==> src/verilog/spc_consts.svh <==
// register indices, field positions, reset values and divider counts
// assumes inclusion by every file of the serial port core
`ifndef SPC_CONSTS_SVH
`define SPC_CONSTS_SVH
// register indices; byte address is four times the index
`define SPC_IDX_CTLA 3'h0
`define SPC_IDX_CTLB 3'h1
`define SPC_IDX_INTEN 3'h2
`define SPC_IDX_FLAGS 3'h3
`define SPC_IDX_DATA 3'h4
`define SPC_IDX_LAST 3'h4
`define SPC_RST8 8'h00
// control_a fields
`define SPC_A_EN 0
`define SPC_A_DBL 4
`define SPC_A_HOST 5
`define SPC_A_ORD 6
`define SPC_A_PRE 2:1
`define SPC_A_MASK 8'h77
// control_b fields
`define SPC_B_CPHA 0
`define SPC_B_CPOL 1
`define SPC_B_SSD 2
`define SPC_B_WFR 6
`define SPC_B_BUF 7
`define SPC_B_MASK 8'hc7
// flag and enable positions
`define SPC_F_IF 7
`define SPC_F_WRITE_COLLISION_FLAG 6
`define SPC_F_RXC 7
`define SPC_F_TXC 6
`define SPC_F_DRE 5
`define SPC_F_SS 4
`define SPC_F_OVF 0
`define SPC_F_IE 0
`define SPC_I_MASK 8'hf1
`define SPC_I_BUF 7:4
// prescaler codes and half periods in peripheral clocks
`define SPC_PRE_D4 2'h0
`define SPC_PRE_D16 2'h1
`define SPC_PRE_D64 2'h2
`define SPC_HALF_D4 7'h02
`define SPC_HALF_D16 7'h08
`define SPC_HALF_D64 7'h20
`define SPC_HALF_D128 7'h40
// transfer shape
`define SPC_BIT_CNT 4'h8
`define SPC_TOG_CNT 5'h10
// bus answers
`define SPC_RESP_OK 2'h0
`define SPC_RESP_ERR 2'h2
`endif

==> src/verilog/spc_pkg.sv <==
// state types of the serial port core and its bus slave
// assumes nothing beyond a SystemVerilog compiler
package spc_pkg;
  typedef enum logic [1:0] {st_idle = 2'b01, st_run = 2'b10} spc_state_t;
  typedef struct packed {
    logic [7:0] ctla, ctlb, inten;
    spc_state_t st;
    logic [6:0] div;
    logic [4:0] tog;
    logic [3:0] nbit;
    logic sck, sck_q, mo;
    logic [7:0] shreg, rxd, rxb0, rxb1, txbuf, pdat;
    logic [1:0] rxcnt;
    logic txfull, shfull, flg_if, write_collision_flag, arm_if, arm_wc, transfer_complete_flag, transmit_buffer_empty_flag, select_trigger_flag, ovf, push, txcp;
    logic ev, ev_age, irq, sck_oe, mosi_oe, miso_oe;
  } spc_core_t;
  typedef struct packed {
    logic awready, wready, bvalid, arready, rvalid, aw_h, w_h, aok, wlane, rpend, we, re;
    logic [1:0] bresp, rresp;
    logic [2:0] widx, ridx;
    logic [7:0] wd, rdata;
  } spc_bus_t;
endpackage

==> src/verilog/spc_core.sv <==
// serial peripheral port, host or client, with axi4-lite registers
// assumes spi pins and select are synchronous to clk; pin wires resolved outside
`timescale 1ns/1ns
`default_nettype none
`include "spc_consts.svh"
// Summary of operation
// RULE_01 - data is driven on one clock edge and sampled on the opposite one
// RULE_02 - modes 0 and 1: rising leading edge, sample first or set up first
// RULE_03 - modes 2 and 3: falling leading edge, sample first or set up first
// RULE_04 - idle clock level is low for rising leading edge, high otherwise
// RULE_05 - host clock is given out as a level event held two clocks minimum
// RULE_06 - unbuffered interrupt comes from transfer complete and write collision
// RULE_07 - buffered interrupt comes from select, buffer empty, transfer and receive
// RULE_08 - interrupt stays high while a flag and its enable are both set
// RULE_09 - bit order zero sends msb first, one sends lsb first
// RULE_10 - host loses mastership when select goes low, setting transfer complete; buffered mode sets the select trigger flag instead
// RULE_11 - select disable makes host mode ignore the select input
// RULE_12 - prescaler divides peripheral clock by 4, 16, 64 or 128
// RULE_13 - prescaler and doubling do nothing in client mode
// RULE_14 - clock double bit doubles the prescaled host clock rate
// RULE_15 - buffer enable adds two receive slots and one transmit slot
// RULE_16 - wait bit zero: one transfer completes before written data is shifted
// RULE_17 - wait bit one: first write while deselected loads the shifter directly
// RULE_18 - unbuffered write during a transfer is dropped and flags a collision
// RULE_19 - client deselect resets the transfer at once, dropping partial bytes
// RULE_20 - host data write starts a transfer; client write only prepares it
// RULE_21 - receive complete rises one cycle after buffer empty at transfer end
// RULE_22 - each transfer is eight clock cycles, one byte each way
module spc_core import spc_pkg::*; #(
  parameter int AW = 8
) (
  // clock and reset
  input wire logic clk,
  input wire logic rst_b,
  // axi4-lite slave
  input wire logic awvalid,
  output logic awready,
  input wire logic [AW-1:0] awaddr,
  input wire logic wvalid,
  output logic wready,
  input wire logic [31:0] wdata,
  input wire logic [3:0] wstrb,
  output logic bvalid,
  input wire logic bready,
  output logic [1:0] bresp,
  input wire logic arvalid,
  output logic arready,
  input wire logic [AW-1:0] araddr,
  output logic rvalid,
  input wire logic rready,
  output logic [31:0] rdata,
  output logic [1:0] rresp,
  // serial pins
  input wire logic sck_in,
  output logic sck_out,
  output logic sck_oe,
  input wire logic mosi_in,
  output logic mosi_out,
  output logic mosi_oe,
  input wire logic miso_in,
  output logic miso_out,
  output logic miso_oe,
  input wire logic select_b_in,
  // event and interrupt
  output logic sck_event,
  output logic irq
);
  spc_core_t cur, next_cur;
  logic reg_we, reg_re;
  logic [2:0] reg_widx, reg_ridx;
  logic [7:0] reg_wdata, rd_data;
  logic host, en, bufm, cpha, cpol, lsb, sck_eff, edg, samp_e, setup_e, in_bit, done, go;

  spc_axil #(.AW(AW)) u_bus (
    .clk(clk), .rst_b(rst_b),
    .awvalid(awvalid), .awready(awready), .awaddr(awaddr),
    .wvalid(wvalid), .wready(wready), .wdata(wdata), .wstrb(wstrb),
    .bvalid(bvalid), .bready(bready), .bresp(bresp),
    .arvalid(arvalid), .arready(arready), .araddr(araddr),
    .rvalid(rvalid), .rready(rready), .rdata(rdata), .rresp(rresp),
    .reg_we(reg_we), .reg_widx(reg_widx), .reg_wdata(reg_wdata),
    .reg_re(reg_re), .reg_ridx(reg_ridx), .reg_rdata(rd_data)
  );

  function automatic logic first_bit(input logic [7:0] d, input logic lsb_first);
    first_bit = lsb_first ? d[0] : d[7]; // [RULE_09]
  endfunction

  function automatic logic [7:0] shift_in(input logic [7:0] d, input logic b,
                                          input logic lsb_first);
    shift_in = lsb_first ? {b, d[7:1]} : {d[6:0], b}; // [RULE_09]
  endfunction

  // reload value of the half-period counter
  function automatic logic [6:0] half_rel(input logic [1:0] pre, input logic dbl);
    logic [6:0] h;
    if (pre == `SPC_PRE_D4) begin
      h = `SPC_HALF_D4; // [RULE_12]
    end else if (pre == `SPC_PRE_D16) begin
      h = `SPC_HALF_D16;
    end else if (pre == `SPC_PRE_D64) begin
      h = `SPC_HALF_D64;
    end else begin
      h = `SPC_HALF_D128;
    end
    half_rel = (h >> dbl) - 7'h01; // [RULE_14]
  endfunction

  always_comb begin
    next_cur = cur;
    host = cur.ctla[`SPC_A_HOST];
    en = cur.ctla[`SPC_A_EN];
    bufm = cur.ctlb[`SPC_B_BUF];
    cpha = cur.ctlb[`SPC_B_CPHA];
    cpol = cur.ctlb[`SPC_B_CPOL];
    lsb = cur.ctla[`SPC_A_ORD];
    sck_eff = host ? cur.sck : sck_in; // [RULE_13]
    edg = sck_eff ^ cur.sck_q;
    samp_e = edg & (sck_eff ^ cpol ^ cpha); // [RULE_01] [RULE_02] [RULE_03]
    setup_e = edg & ~(sck_eff ^ cpol ^ cpha);
    in_bit = host ? miso_in : mosi_in;
    done = 1'b0;
    go = 1'b0;
    rd_data = `SPC_RST8;
    next_cur.sck_q = sck_eff;
    // register reads
    if (reg_re) begin
      if (reg_ridx == `SPC_IDX_CTLA) begin
        rd_data = cur.ctla;
      end else if (reg_ridx == `SPC_IDX_CTLB) begin
        rd_data = cur.ctlb;
      end else if (reg_ridx == `SPC_IDX_INTEN) begin
        rd_data = cur.inten;
      end else if (reg_ridx == `SPC_IDX_FLAGS) begin
        if (bufm) begin
          rd_data = {cur.rxcnt != 2'h0, cur.transfer_complete_flag, cur.transmit_buffer_empty_flag, cur.select_trigger_flag, 3'h0, cur.ovf};
        end else begin
          rd_data = {cur.flg_if, cur.write_collision_flag, 6'h00};
          next_cur.arm_if = cur.flg_if;
          next_cur.arm_wc = cur.write_collision_flag;
        end
      end else begin
        rd_data = bufm ? cur.rxb0 : cur.rxd;
        if (bufm) begin
          next_cur.ovf = 1'b0;
          if (cur.rxcnt != 2'h0) begin
            next_cur.rxb0 = cur.rxb1;
            next_cur.rxcnt = cur.rxcnt - 2'h1;
          end
        end
      end
    end
    // reading flags then touching data clears the unbuffered flags
    if ((reg_re && reg_ridx == `SPC_IDX_DATA) || (reg_we && reg_widx == `SPC_IDX_DATA)) begin
      if (cur.arm_if) begin
        next_cur.flg_if = 1'b0;
      end
      if (cur.arm_wc) begin
        next_cur.write_collision_flag = 1'b0;
      end
      next_cur.arm_if = 1'b0;
      next_cur.arm_wc = 1'b0;
    end
    // register writes
    if (reg_we) begin
      if (reg_widx == `SPC_IDX_CTLA) begin
        next_cur.ctla = reg_wdata & `SPC_A_MASK;
      end else if (reg_widx == `SPC_IDX_CTLB) begin
        next_cur.ctlb = reg_wdata & `SPC_B_MASK;
      end else if (reg_widx == `SPC_IDX_INTEN) begin
        next_cur.inten = reg_wdata & `SPC_I_MASK;
      end else if (reg_widx == `SPC_IDX_FLAGS) begin
        if (bufm) begin
          if (reg_wdata[`SPC_F_TXC]) next_cur.transfer_complete_flag = 1'b0;
          if (reg_wdata[`SPC_F_SS]) next_cur.select_trigger_flag = 1'b0;
          if (reg_wdata[`SPC_F_OVF]) next_cur.ovf = 1'b0;
          if (reg_wdata[`SPC_F_RXC]) next_cur.rxcnt = 2'h0;
        end
      end else if (!bufm) begin
        if (cur.st == st_run) begin
          next_cur.write_collision_flag = 1'b1; // [RULE_18]
        end else begin
          next_cur.shreg = reg_wdata;
          go = 1'b1; // [RULE_20]
        end
      end else if (!cur.txfull) begin
        if (cur.ctlb[`SPC_B_WFR] && cur.st == st_idle && en && (host || select_b_in)
            && !cur.shfull) begin
          next_cur.shreg = reg_wdata; // [RULE_17]
          next_cur.shfull = 1'b1;
          go = 1'b1;
        end else begin
          next_cur.txbuf = reg_wdata; // [RULE_15]
          next_cur.txfull = 1'b1;
          next_cur.transmit_buffer_empty_flag = 1'b0;
        end
      end
    end
    // buffered host sends the shifter contents first as a dummy byte
    if (bufm && cur.st == st_idle && cur.txfull) begin
      go = 1'b1; // [RULE_16]
    end
    // shift engine
    case (cur.st)
      st_run: begin
        if (samp_e) begin
          next_cur.shreg = shift_in(cur.shreg, in_bit, lsb); // [RULE_01]
          next_cur.nbit = cur.nbit + 4'h1;
        end
        if (setup_e && !host) begin
          next_cur.mo = first_bit(cur.shreg, lsb);
        end
        if (host) begin
          if (cur.div == 7'h00) begin
            if (cur.tog != `SPC_TOG_CNT) begin
              next_cur.sck = ~cur.sck;
              next_cur.tog = cur.tog + 5'h01;
              if (!(next_cur.sck ^ cpol ^ cpha)) next_cur.mo = first_bit(next_cur.shreg, lsb);
            end
            next_cur.div = half_rel(cur.ctla[`SPC_A_PRE], cur.ctla[`SPC_A_DBL]); // [RULE_12]
          end else begin
            next_cur.div = cur.div - 7'h01;
          end
          done = (cur.tog == `SPC_TOG_CNT) && !edg; // [RULE_22]
        end else begin
          done = (cur.nbit == `SPC_BIT_CNT); // [RULE_22]
        end
      end
      default: begin
        if (!host && en && !select_b_in) begin
          next_cur.st = st_run;
          next_cur.nbit = 4'h0;
          next_cur.mo = first_bit(next_cur.shreg, lsb);
          next_cur.shfull = 1'b0;
        end
      end
    endcase
    // end of a byte
    if (done) begin
      next_cur.st = st_idle;
      if (!bufm) begin
        next_cur.flg_if = 1'b1; // [RULE_06]
        next_cur.rxd = cur.shreg;
      end else begin
        next_cur.push = 1'b1;
        next_cur.pdat = cur.shreg;
        if (next_cur.txfull) begin
          next_cur.shreg = next_cur.txbuf; // [RULE_16]
          next_cur.txfull = 1'b0;
          next_cur.transmit_buffer_empty_flag = 1'b1;
          go = 1'b1;
        end else begin
          next_cur.txcp = 1'b1;
        end
      end
    end
    // received byte enters the receive slots one cycle later
    if (cur.push) begin
      next_cur.push = 1'b0;
      next_cur.txcp = 1'b0;
      if (cur.txcp) next_cur.transfer_complete_flag = 1'b1;
      if (next_cur.rxcnt == 2'h2) begin
        next_cur.ovf = 1'b1;
      end else begin
        if (next_cur.rxcnt == 2'h0) begin
          next_cur.rxb0 = cur.pdat; // [RULE_21]
        end else begin
          next_cur.rxb1 = cur.pdat;
        end
        next_cur.rxcnt = next_cur.rxcnt + 2'h1;
      end
    end
    // select pulled low while host
    if (en && host && !cur.ctlb[`SPC_B_SSD] && !select_b_in) begin // [RULE_11]
      next_cur.ctla[`SPC_A_HOST] = 1'b0; // [RULE_10]
      next_cur.st = st_idle;
      if (bufm) begin
        next_cur.select_trigger_flag = 1'b1;
      end else begin
        next_cur.flg_if = 1'b1; // [RULE_10]
      end
    end
    if (!host && select_b_in) begin
      next_cur.st = st_idle; // [RULE_19]
      next_cur.nbit = 4'h0;
    end
    if (!en) begin
      next_cur.st = st_idle;
    end
    // host transfer start
    if (go && next_cur.ctla[`SPC_A_HOST] && en) begin
      next_cur.st = st_run; // [RULE_20]
      next_cur.sck = cpol;
      next_cur.div = half_rel(cur.ctla[`SPC_A_PRE], cur.ctla[`SPC_A_DBL]);
      next_cur.tog = 5'h00;
      next_cur.nbit = 4'h0;
      next_cur.mo = first_bit(next_cur.shreg, lsb);
      next_cur.shfull = 1'b0;
    end else if (next_cur.st == st_idle) begin
      next_cur.sck = cpol; // [RULE_04]
    end
    // clock event, each level held two clocks at least
    if ((cur.ev != cur.sck) && cur.ev_age) begin
      next_cur.ev = cur.sck; // [RULE_05]
      next_cur.ev_age = 1'b0;
    end else begin
      next_cur.ev_age = 1'b1;
    end
    if (next_cur.ctlb[`SPC_B_BUF]) begin
      next_cur.irq = |(next_cur.inten[`SPC_I_BUF] & {next_cur.rxcnt != 2'h0, next_cur.transfer_complete_flag,
                                               next_cur.transmit_buffer_empty_flag, next_cur.select_trigger_flag}); // [RULE_07]
    end else begin
      next_cur.irq = next_cur.inten[`SPC_F_IE] & (next_cur.flg_if | next_cur.write_collision_flag); // [RULE_08]
    end
    next_cur.sck_oe = next_cur.ctla[`SPC_A_EN] & next_cur.ctla[`SPC_A_HOST];
    next_cur.mosi_oe = next_cur.sck_oe;
    next_cur.miso_oe = next_cur.ctla[`SPC_A_EN] & ~next_cur.ctla[`SPC_A_HOST] & ~select_b_in;
  end

  always_ff @(posedge clk or negedge rst_b) begin
    if (!rst_b) begin
      cur <= '0;
    end else begin
      cur <= next_cur;
    end
  end

  assign sck_out = cur.sck;
  assign sck_oe = cur.sck_oe;
  assign mosi_out = cur.mo;
  assign mosi_oe = cur.mosi_oe;
  assign miso_out = cur.mo;
  assign miso_oe = cur.miso_oe;
  assign sck_event = cur.ev;
  assign irq = cur.irq;
endmodule
`default_nettype wire

==> src/verilog/spc_axil.sv <==
// axi4-lite slave turning bus accesses into one-cycle register strobes
// assumes a single clock; read data is returned by the core combinationally
`timescale 1ns/1ns
`default_nettype none
`include "spc_consts.svh"
module spc_axil import spc_pkg::*; #(
  parameter int AW = 8
) (
  // clock and reset
  input wire logic clk,
  input wire logic rst_b,
  // write channels
  input wire logic awvalid,
  output logic awready,
  input wire logic [AW-1:0] awaddr,
  input wire logic wvalid,
  output logic wready,
  input wire logic [31:0] wdata,
  input wire logic [3:0] wstrb,
  output logic bvalid,
  input wire logic bready,
  output logic [1:0] bresp,
  // read channels
  input wire logic arvalid,
  output logic arready,
  input wire logic [AW-1:0] araddr,
  output logic rvalid,
  input wire logic rready,
  output logic [31:0] rdata,
  output logic [1:0] rresp,
  // register strobes
  output logic reg_we,
  output logic [2:0] reg_widx,
  output logic [7:0] reg_wdata,
  output logic reg_re,
  output logic [2:0] reg_ridx,
  input wire logic [7:0] reg_rdata
);
  spc_bus_t cur, next_cur;

  function automatic logic hit(input logic [AW-1:0] a);
    hit = (a[AW-1:2] <= (AW-2)'(`SPC_IDX_LAST));
  endfunction

  always_comb begin
    next_cur = cur;
    next_cur.we = 1'b0;
    next_cur.re = 1'b0;
    if (awvalid && cur.awready) begin
      next_cur.aw_h = 1'b1;
      next_cur.widx = awaddr[4:2];
      next_cur.aok = hit(awaddr);
    end
    if (wvalid && cur.wready) begin
      next_cur.w_h = 1'b1;
      next_cur.wd = wdata[7:0];
      next_cur.wlane = wstrb[0];
    end
    if (bready && cur.bvalid) begin
      next_cur.bvalid = 1'b0;
    end
    if (cur.aw_h && cur.w_h && !cur.bvalid) begin
      next_cur.aw_h = 1'b0;
      next_cur.w_h = 1'b0;
      next_cur.bvalid = 1'b1;
      next_cur.bresp = cur.aok ? `SPC_RESP_OK : `SPC_RESP_ERR;
      next_cur.we = cur.aok & cur.wlane;
    end
    if (arvalid && cur.arready) begin
      next_cur.ridx = araddr[4:2];
      next_cur.re = hit(araddr);
      next_cur.rresp = hit(araddr) ? `SPC_RESP_OK : `SPC_RESP_ERR;
      next_cur.rpend = 1'b1;
    end
    if (cur.rpend) begin
      next_cur.rpend = 1'b0;
      next_cur.rvalid = 1'b1;
      next_cur.rdata = cur.re ? reg_rdata : `SPC_RST8;
    end
    if (rready && cur.rvalid) begin
      next_cur.rvalid = 1'b0;
    end
    next_cur.awready = !next_cur.aw_h && !next_cur.bvalid;
    next_cur.wready = !next_cur.w_h && !next_cur.bvalid;
    next_cur.arready = !next_cur.rpend && !next_cur.rvalid;
  end

  always_ff @(posedge clk or negedge rst_b) begin
    if (!rst_b) begin
      cur <= '0;
    end else begin
      cur <= next_cur;
    end
  end

  assign awready = cur.awready;
  assign wready = cur.wready;
  assign bvalid = cur.bvalid;
  assign bresp = cur.bresp;
  assign arready = cur.arready;
  assign rvalid = cur.rvalid;
  assign rdata = {24'h000000, cur.rdata};
  assign rresp = cur.rresp;
  assign reg_we = cur.we;
  assign reg_widx = cur.widx;
  assign reg_wdata = cur.wd;
  assign reg_re = cur.re;
  assign reg_ridx = cur.ridx;
endmodule
`default_nettype wire

==> config.mk <==
export PLATFORM = sky130hd
export DESIGN_NAME = spc_core
export DESIGN_NICKNAME = d
export VERILOG_FILES = /design/src/verilog/spc_pkg.sv /design/src/verilog/spc_core.sv /design/src/verilog/spc_axil.sv
export VERILOG_INCLUDE_DIRS = /design/src /design/src/verilog
export SDC_FILE = /design/constraint.sdc
export NUM_CORES = 1
export LEC_CHECK = 0
export BUFFER_PORTS_ARGS = -buffer_cell sky130_fd_sc_hd__buf_2
export CAP_MARGIN = 20
export CORE_MARGIN = 2
export CORE_UTILIZATION = 42
export DETAILED_ROUTE_END_ITERATION = 10
export PLACE_DENSITY = 0.61
export SKIP_LAST_GASP = 1
export SLEW_MARGIN = 10
export SYNTH_ARGS = -nofsm -noshare
export SYNTH_HDL_FRONTEND = slang
export SYNTH_SLANG_ARGS = --single-unit
==> constraint.sdc <==
create_clock -name clk -period 3.37 [get_ports clk]
set_clock_uncertainty 0.1 [all_clocks]
set_input_delay 0.337 -clock clk [delete_from_list [all_inputs] [get_ports clk]]
set_output_delay 0.337 -clock clk [all_outputs]
set_load 0.01 [all_outputs]
# Word-level counts from Yosys, hierarchy flattened
# Index checks and enable logic that the tools add are counted.
# op_classes
addsub,7
magnitude_cmp,2
n_eq_ne,24
shifts,2
muxes,201
bitwise,22
reduce_logical,75
# op_table
operator,count
8-bit 2-to-1 mux,42
1-bit 2-to-1 mux,92
2-bit 2-to-1 mux,34
16-bit 2-to-1 mux,4
7-bit 2-to-1 mux,8
4-bit 2-to-1 mux,13
1-bit logical AND,29
12-bit 2-to-1 mux,2
22-bit 2-to-1 mux,1
7-bit by 1-bit subtractor with 7-bit output (second input constant),3
2-bit nonzero test,10
18-bit 2-to-1 mux,1
3-bit nonzero test,5
7-bit by 1-bit right shift with 7-bit output,2
3-bit by 2-bit == test with 1-bit output (second input constant),4
6-bit by 3-bit <= comparator with 1-bit output (second input constant),2
1-bit zero test,11
5-bit 2-to-1 mux,2
2-bit AND reduction,5
3-bit AND reduction,3
2-bit by 1-bit inequality test with 1-bit output (second input constant),4
1-bit NOT,8
4-bit AND reduction,2
1-bit AND,7
26 further kinds,39
# word_totals
register_bits,142
input_bits,63
output_inout_bits,49
elab_cells,387

# Depth between registers and ports, before layout
# Gate-level depths: netlist of run 1.
# depth
word_depth,24
ltp_mapped,11
depth_no_buf,9

# Modules after synthesis
# Synthesis of run 1 repeated with hierarchy kept, for this count alone.
# unflattened
cells_unflattened,716
area_unflattened_um2,7469.7
# modules_own_cells
module,instances,cells_per_inst,area_per_inst_um2,seq_area_each_um2
spc_core,1,558,5698.0,2602.5
spc_axil,1,158,1771.7,900.9

# Worst setup path after synthesis of run 1
# OpenSTA, ideal clock, no wires.
# synth_timing
kind,flip-flop to flip-flop
start,reg cur (netlist bit bufm)
end,reg cur[49] in the netlist's numbering
setup_ps,137
arrival_time_ps,2314
required_ps,3133
slack_ps,819
path_stages_with_launch,12
path_buffers,2
period_less_slack_ps,2551
cell_sequence,dfrtp_1 clkbuf_1 nand2_1 nor4bb_1 nand2_1 o211ai_1 inv_1 ha_1 nand3b_1 clkbuf_1 nor2_1 a21oi_1
# synth_rtl
element,line,source
from (decl),spc_core.sv:68,"spc_core_t cur, next_cur;"
from (signal assigned),spc_core.sv:324,cur <= next_cur;

# Worst setup path after layout of run 1
# layout_timing
start,reg cur[75] in the netlist's numbering
end,reg cur[82] in the netlist's numbering
# layout_between
elab_chain_cells,9
elab_cells_between_ends,11
cone_classes,eq/ne (1); mux (4); reduce/logical (6)
# layout_rtl
element,line,source
5-bit == test (no line) (*),--,
1-bit logical AND (*),spc_core.sv:224,done = (cur.tog == `SPC_TOG_CNT) && !edg;
1-bit 2-to-1 mux (*),spc_core.sv:213,if (host) begin
1-bit 2-to-1 mux (*),spc_core.sv:204,case (cur.st)
1-bit 2-to-1 mux (*),spc_core.sv:239,if (done) begin
1-bit logical AND (*) (2 in a row),spc_core.sv:291,if (go && next_cur.ctla[`SPC_A_HOST] && en) begin
2-bit nonzero test (no line),--,
2-bit AND reduction (no line),--,
# Every way passes the cells marked *; elsewhere a longest branch is shown, timed or not.
# A chain may end at the register's enable or synchronous reset.

==> impl_results.md, run 1 <==
* Worst path cell trace: inv_1 -> ha_1 -> and4bb_2 -> a31oi_1 -> a2111o_1 -> a2111oi_4 -> nor2_1 -> o22ai_1 -> a221oi_2
* Worst Path Required at 3.56 ns
* Slowest stage delay, CP at 0.61 ns
* Setup ws final at 0.376 ns
* DR WL/cell at 16.8 um
* DR iter-0 viols at 446
* Post-synth ARST share at 1.00
* Multi-input gate area at 3360 um2
* Die Y at 136 um
* Reg2reg path depth at 9
* Hold Path Sink: u_bus.bvalid
* Row cnt at 48
* R2r endpoint: cur[82]
* Ports at 112
* WHS Path Cells at 2
* Run status: complete, no violations
* Placer congestion estimate at 0.882
* Nature of the critical path startpoint: flip-flop
* Crit share post-route at 0.888
* Tmin final at 2.99 ns
* CTS root buf: clkbuf_16
* Adder-Cell Fraction of Synth Area at 0.0172
* Final WL at 16700 um
* Clock buffer depth at 2
* Worst-margin pin slew at 0.721 ns
* Slew margin rel. at 0.520
* Final nets at 828
* Fraction of layout cells with a size suffix above 1 at 0.225
* Cell count after synthesis at 705
* Clock-pin slew on the worst setup and hold paths at 0.06 ns
* CTS tree: built
* Syn avg cell area at 10.3 um2
* Cell Area, Synth at 7270 um2
* Die Wd at 136 um
* # diodes at 0
* RSZ-0062 raised after global routing: false
* XOR/XNOR Fraction of Synth Area at 0.0121
* Total core area at 17100 um2
* Placement Setup Slack at 0.410 ns
* H-Tree Level Count at 4
* Area Growth Syn to Fin at 13.5%
* Final instance area at 8250 um2
* Die area at 18400 um2
* WS Path Type: flip-flop to flip-flop
* Hold WS at 0.0161 ns
* Max cap viols at 0
* Max Slew Vio Count at 0
* Yosys top cell area share at 0.482
* Worst EP arrival at 3.18 ns
* F_max at 334 MHz
* Synth Area in Compound Gates at 0.120
* Synth area leader: dfrtp_1
* CTS buffer count at 17
* Via Count at 5351
* Leakage at 0.00395 uW
* Post-synth EDFFs at 0
* Synth area leaders: dfrtp_1 (48%), mux2_2 (9.9%), mux2i_1 (5.9%)
* Number of global-route vias before repair at 5339
* Detail Route Antenna Nets at 0
* Largest net degree at the start of global routing at 78
* Initial antenna violation count at 0
* Post-Place Cell Area at 7640 um2
* Setup Fix Bufs, Post-CTS at 0
* Peak VDD IR at 0.397 mV
* Detailed placer's ending HPWL at 12000 um
* Register area share after synthesis at 0.482
* FF+latch count, synth at 140
* Tot GR Track Use at 0.197
* Final TNS setup at 0 ns
* FF-to-FF Start: cur[75]
* DRC viols at 0
* 1st-pass router iterations at 5
* Most used DFF post-synth: dfrtp_1
* Crit path max fanout at 10
* Initial Utilization at 0.425
* Seq. cell area at 3500 um2
* Worst reg-to-reg setup slack at 0.38 ns
* GRT overflow at 0
* Crit. End Element: flip-flop
* Final hold vios at 0
* PortBufs at 54
* Sink Count at 140
* First-pass GRT wire length at 28100 um
* Multiplexer share of the synthesized area at 0.158
* DR vias/cell at 5.39
* Worst skew pair latency at 0.42 ns
* Number of distinct library cells after synthesis at 65
* Hold/Removal Path Class: primary input to flip-flop
* Hold Crit Start: bready
* Largest family of logic cells by synthesized area: multiplexers
* Slowest CP cell: a2111oi_4
* Family with the most delay on the worst path: compound AO/OA/AOI/OAI gates
* Synth Area in Simple Gates at 0.141
* WP buf/inv at 1
* Fin util at 0.482
* Setup Viol. Count Final at 0
* Yosys warnings at 0
* Fill cells at 1612
* PwrDens at 619 nW/um2
==> cells in the mapped netlist, drive strengths merged (2+ instances only) <==
master / count
a21oi: 35
a211oi: 3
nand4b: 3
dfrtp: 140
and3: 5
or2: 2
nor4bb: 3
or3: 2
xor2: 6
nand3b: 4
o21ai: 33
nor2b: 4
a21o: 3
nor4b: 2
nor2: 64
a22o: 3
nand2b: 5
o22ai: 12
mux2: 64
o31ai: 2
nor3: 14
clkbuf: 19
ha: 10
a32o: 4
and2: 5
o21a: 2
nand3: 8
nand2: 76
a31oi: 10
nor4: 3
and4bb: 2
inv: 27
buf: 46
a221oi: 5
a41oi: 2
xnor2: 4
o22a: 3
mux2i: 43
o211ai: 3
nand4: 2
nor3b: 5
==> report_power, final <==
part / switching [uW] / internal [uW] / leakage [uW]
Combinational: 514 / 447 / 0.00182
Clock: 681 / 1130 / 0.000286
Sequential: 421 / 1910 / 0.00184
Total: 1620 / 3490 / 0.00395
==> registers in the layout, indices dropped and copies added (netlist names), 3 cells and up <==
name and cells:
cur 95, u_bus.reg_widx 3, u_bus.rdata 8, u_bus.reg_wdata 8
u_bus.reg_ridx 3, u_bus.cur 5
==> cell families (layout without fill, tap and decap cells) <==
family	Yosys count	count (layout)
AND/OR/NAND/NOR	212	212
other	1	26
adder cells (fa/ha/maj)	10	10
flip-flops	140	140
AO/OA/AOI/OAI	132	132
multiplexers	107	107
XOR/XNOR	10	10
buffers and inverters	93	131
==> per-layer routing <==
metal / part of all wire / up-vias / global-route usage
met5: 0 / - / 0
met4: 0.012 / 0 / 0.0590
met3: 0.052 / 17 / 0.0438
met2: 0.47 / 146 / 0.308
met1: 0.47 / 2659 / 0.274
li1: - / 2529 / -
==> cell usage in the layout (no fill, tap or decap), types with 5 or more instances in the layout <==
master	Yosys	layout
dfrtp_1	140	140
nand2_1	76	76
mux2_2	64	64
nor2_1	63	63
buf_2	5	53
mux2i_1	43	43
a21oi_1	35	35
o21ai_0	31	31
inv_1	27	27
conb_1	1	26
clkbuf_16	0	17
nor3_1	13	13
buf_4	39	13
o22ai_1	12	12
a31oi_1	10	10
ha_1	10	10
nand3_1	8	8
xor2_1	6	6
clkbuf_8	0	6
and2_1	5	5
nand2b_1	5	5
and3_1	5	5
nor3b_1	5	5
==> how the worst max path moves through the flow <==
stage / startpoint / to / slack (ns) / cells past startpoint
floorplan: bufm / cur[49] / 0.82 / 11
global placement: cur[75] / miso_out / 0.45 / 10
detailed placement: cur[75] / cur[82] / 0.41 / 9
CTS: cur[75] / cur[82] / 0.39 / 9
global route: cur[76] / miso_out / 0.18 / 10
finish: cur[75] / cur[82] / 0.38 / 9
==> cell type report <==
cell class              count  area share
inverters                  28      0.0127
clock buffers              26      0.0630
well taps                 225      0.0341
clock inverters             6     0.00698
repair buffers             71      0.0514
multi-input cells         497       0.407
flip-flops and latches    140       0.425
==> timing repair <==
action                                  in CTS  in global routing
hold endpoints to repair                    78                  0
hold buffers                                 3                  0
endpoints found under the setup margin       0                  0
gates resized for setup                      0                  0
==> metrics by stage <==
stage / instances / total power (uW)
CTS: 993 / 5130
detailed placement: 958 / 3320
global placement: 958 / 3280
global route: 993 / 5380
floorplan: 730 / 2930
finish: 993 / 5110
Power figures use the tool's default switching activity.
==> run 2, diff against run 1 <==
--- a/config.mk
+++ b/config.mk
@@ -9,9 +9,9 @@
 export BUFFER_PORTS_ARGS = -buffer_cell sky130_fd_sc_hd__buf_2
 export CAP_MARGIN = 20
 export CORE_MARGIN = 2
-export CORE_UTILIZATION = 42
+export CORE_UTILIZATION = 57
 export DETAILED_ROUTE_END_ITERATION = 10
-export PLACE_DENSITY = 0.61
+export PLACE_DENSITY = 0.79
 export SKIP_LAST_GASP = 1
 export SLEW_MARGIN = 10
 export SYNTH_ARGS = -nofsm -noshare
==> impl_results.md, run 2 (synthesis gave the netlist of run 1 again) <==
* DR WL/cell at 17.3 um
* Worst path cell trace: inv_1 -> ha_1 -> and4bb_2 -> a31oi_1 -> a2111o_1 -> a2111oi_4 -> buf_4 -> nor2_1 -> o21ai_1 -> o2bb2ai_1
* Worst skew pair latency at 0.43 ns
* WS Path Type: flip-flop to flip-flop
* Number of global-route vias before repair at 5302
* Clock buffer depth at 2
* DR vias/cell at 5.76
* Crit share post-route at 0.910
* F_max at 326 MHz
* Placer congestion estimate at 0.922
* Sw Ratio at 0.323
* Die Y at 117 um
* Max FFs per register at 95
* Hold/Removal Path Class: primary input to flip-flop
* CTS root buf: clkbuf_16
* Top reg by flops: cur
* Post-route insts no fill at 940
* RSZ-0062 raised after global routing: false
* CTS tree: built
* Placed cells at 903
* Final hold vios at 0
* GRT overflow at 0
* Detail Route Antenna Nets at 0
* Family with the most delay on the worst path: compound AO/OA/AOI/OAI gates
* H-Tree Level Count at 4
* Multi-input gate area at 3360 um2
* Run status: complete, no violations
* CTS buffer count at 17
* WP buf/inv at 2
* # diodes at 0
* Sink Count at 140
* Area Growth Syn to Fin at 12.7%
* Max Slew Vio Count at 0
* Row cnt at 41
* Fill cells at 963
* Fraction of layout cells with a size suffix above 1 at 0.227
* Tot GR Track Use at 0.262
* Final TNS setup at 0 ns
* Via Count at 5415
* Internal power at 3460 uW
* P_sw at 1650 uW
* Worst EP arrival at 3.28 ns
* Combinational Power Share at 0.184
* 1st-pass router iterations at 5
* PortBufs at 54
* Detailed placer's ending HPWL at 11500 um
* Post-CTS sizing at 0
* Nature of the critical path startpoint: flip-flop
* Final nets at 828
* Die Wd at 117 um
* Worst Path Required at 3.58 ns
* Crit path max fanout at 18
* Worst-margin pin slew at 0.922 ns
* Crit. End Element: flip-flop
* Slew margin rel. at 0.385
* Max cap viols at 0
* Sequential Power Share at 0.457
* Final WL at 16300 um
* Slowest stage delay, CP at 0.62 ns
* Initial Utilization at 0.581
* Tmin final at 3.07 ns
* Seq. cell area at 3500 um2
* First-pass GRT wire length at 27000 um
* Peak VDD IR at 0.455 mV
* Initial antenna violation count at 0
* DR iter-0 viols at 498
* DRC viols at 0
* Die area at 13700 um2
* Commonest non-fill, non-tap cell in the layout: dfrtp_1
* Ports at 112
* Slowest CP cell: a2111oi_4
* Leakage at 0.00393 uW
* Clock-pin slew on the worst setup and hold paths at 0.06 ns
* Largest net degree at the start of global routing at 100
* PwrDens at 624 nW/um2
* Total core area at 12500 um2
* Clock share of power at 0.359
* Setup Viol. Count Final at 0
* Commonest non-fill, non-tap cells in the layout: dfrtp_1 (140), nand2_1 (76), mux2_2 (64)
run 2: cell count changes in the layout (fill, tap and decap cells not counted):
cell and change:
clkinvlp_4 +6, clkinv_4 +1, clkinv_2 -1, dlygate4sd3_1 +2, bufinv_16 +1, buf_4 -2, clkbuf_1 -3, inv_6 +1
clkbuf_8 -5
run 2: final timing paths:
check                      startpoint  cells past startpoint            endpoint  slack, ns
setup / recovery              cur[75]                     10            miso_out       0.30
min in group asynchronous       rst_b                      2           sck_event       0.48
setup reg to reg              cur[75]                     10            miso_out       0.30
hold / removal               wdata[4]                      2  u_bus.reg_wdata[4]       0.04
max in group asynchronous       rst_b                      3             cur[48]       1.92
hold reg to reg                cur[4]                      1              cur[4]       0.34
run 2: metrics by stage:
stage / worst slack (ns) / power [uW] / util / hold WS [ns] / cell area (um2)
after CTS: 0.348 / 5120 / 0.655 / 0.0180 / 8190
after global routing: 0.129 / 5360 / 0.655 / 0.0337 / 8190
after global placement: 0.501 / 3230 / 0.604 / 0.326 / 7560
after floorplan: 0.819 / 2930 / - / -0.0586 / 7360
final: 0.303 / 5110 / 0.655 / 0.0377 / 8190
after detailed placement: 0.408 / 3280 / 0.604 / 0.333 / 7560
run 2: final cells by class:
class | count | area share
Sequential cell | 140 | 0.428
Multi-Input combinational cell | 497 | 0.410
Clock buffer | 18 | 0.0536
Timing Repair Buffer | 71 | 0.0524
Tap cell | 172 | 0.0263
Clock inverter | 14 | 0.0177
Inverter | 28 | 0.0128
run 2: per-layer routing:
| layer | track usage | up-vias | part of all wire |
|---|---|---|---|
| met5 | 0 | - | 0 |
| met1 | 0.359 | 2654 | 0.44 |
| met2 | 0.412 | 202 | 0.48 |
| met4 | 0.0816 | 0 | 0.017 |
| met3 | 0.0685 | 22 | 0.065 |
| li1 | - | 2537 | - |
run 2: worst reg2reg max path, cell delays in order (launching register included):
cell and delay (ns):
dfrtp_1 0.41, inv_1 0.07, ha_1 0.13, and4bb_2 0.29, a31oi_1 0.19, a2111o_1 0.53
a2111oi_4 0.62, buf_4 0.35, nor2_1 0.08, o21ai_1 0.09, o2bb2ai_1 0.09
run 2: power by group through the flow:
stage / clock network [uW] / registers, uW / logic [uW]
6_report: 1830 / 2340 / 942
4_1_cts: 1860 / 2320 / 938
3_5_place_dp: 0 / 2350 / 926
3_3_place_gp: 0 / 2340 / 890
5_1_grt: 1950 / 2370 / 1040
2_1_floorplan: 0 / 2140 / 786
run 2: repair_timing:
item                      CTS  global route
hold buffers                5             0
setup buffers               0             0
hold endpoints to repair  102             0
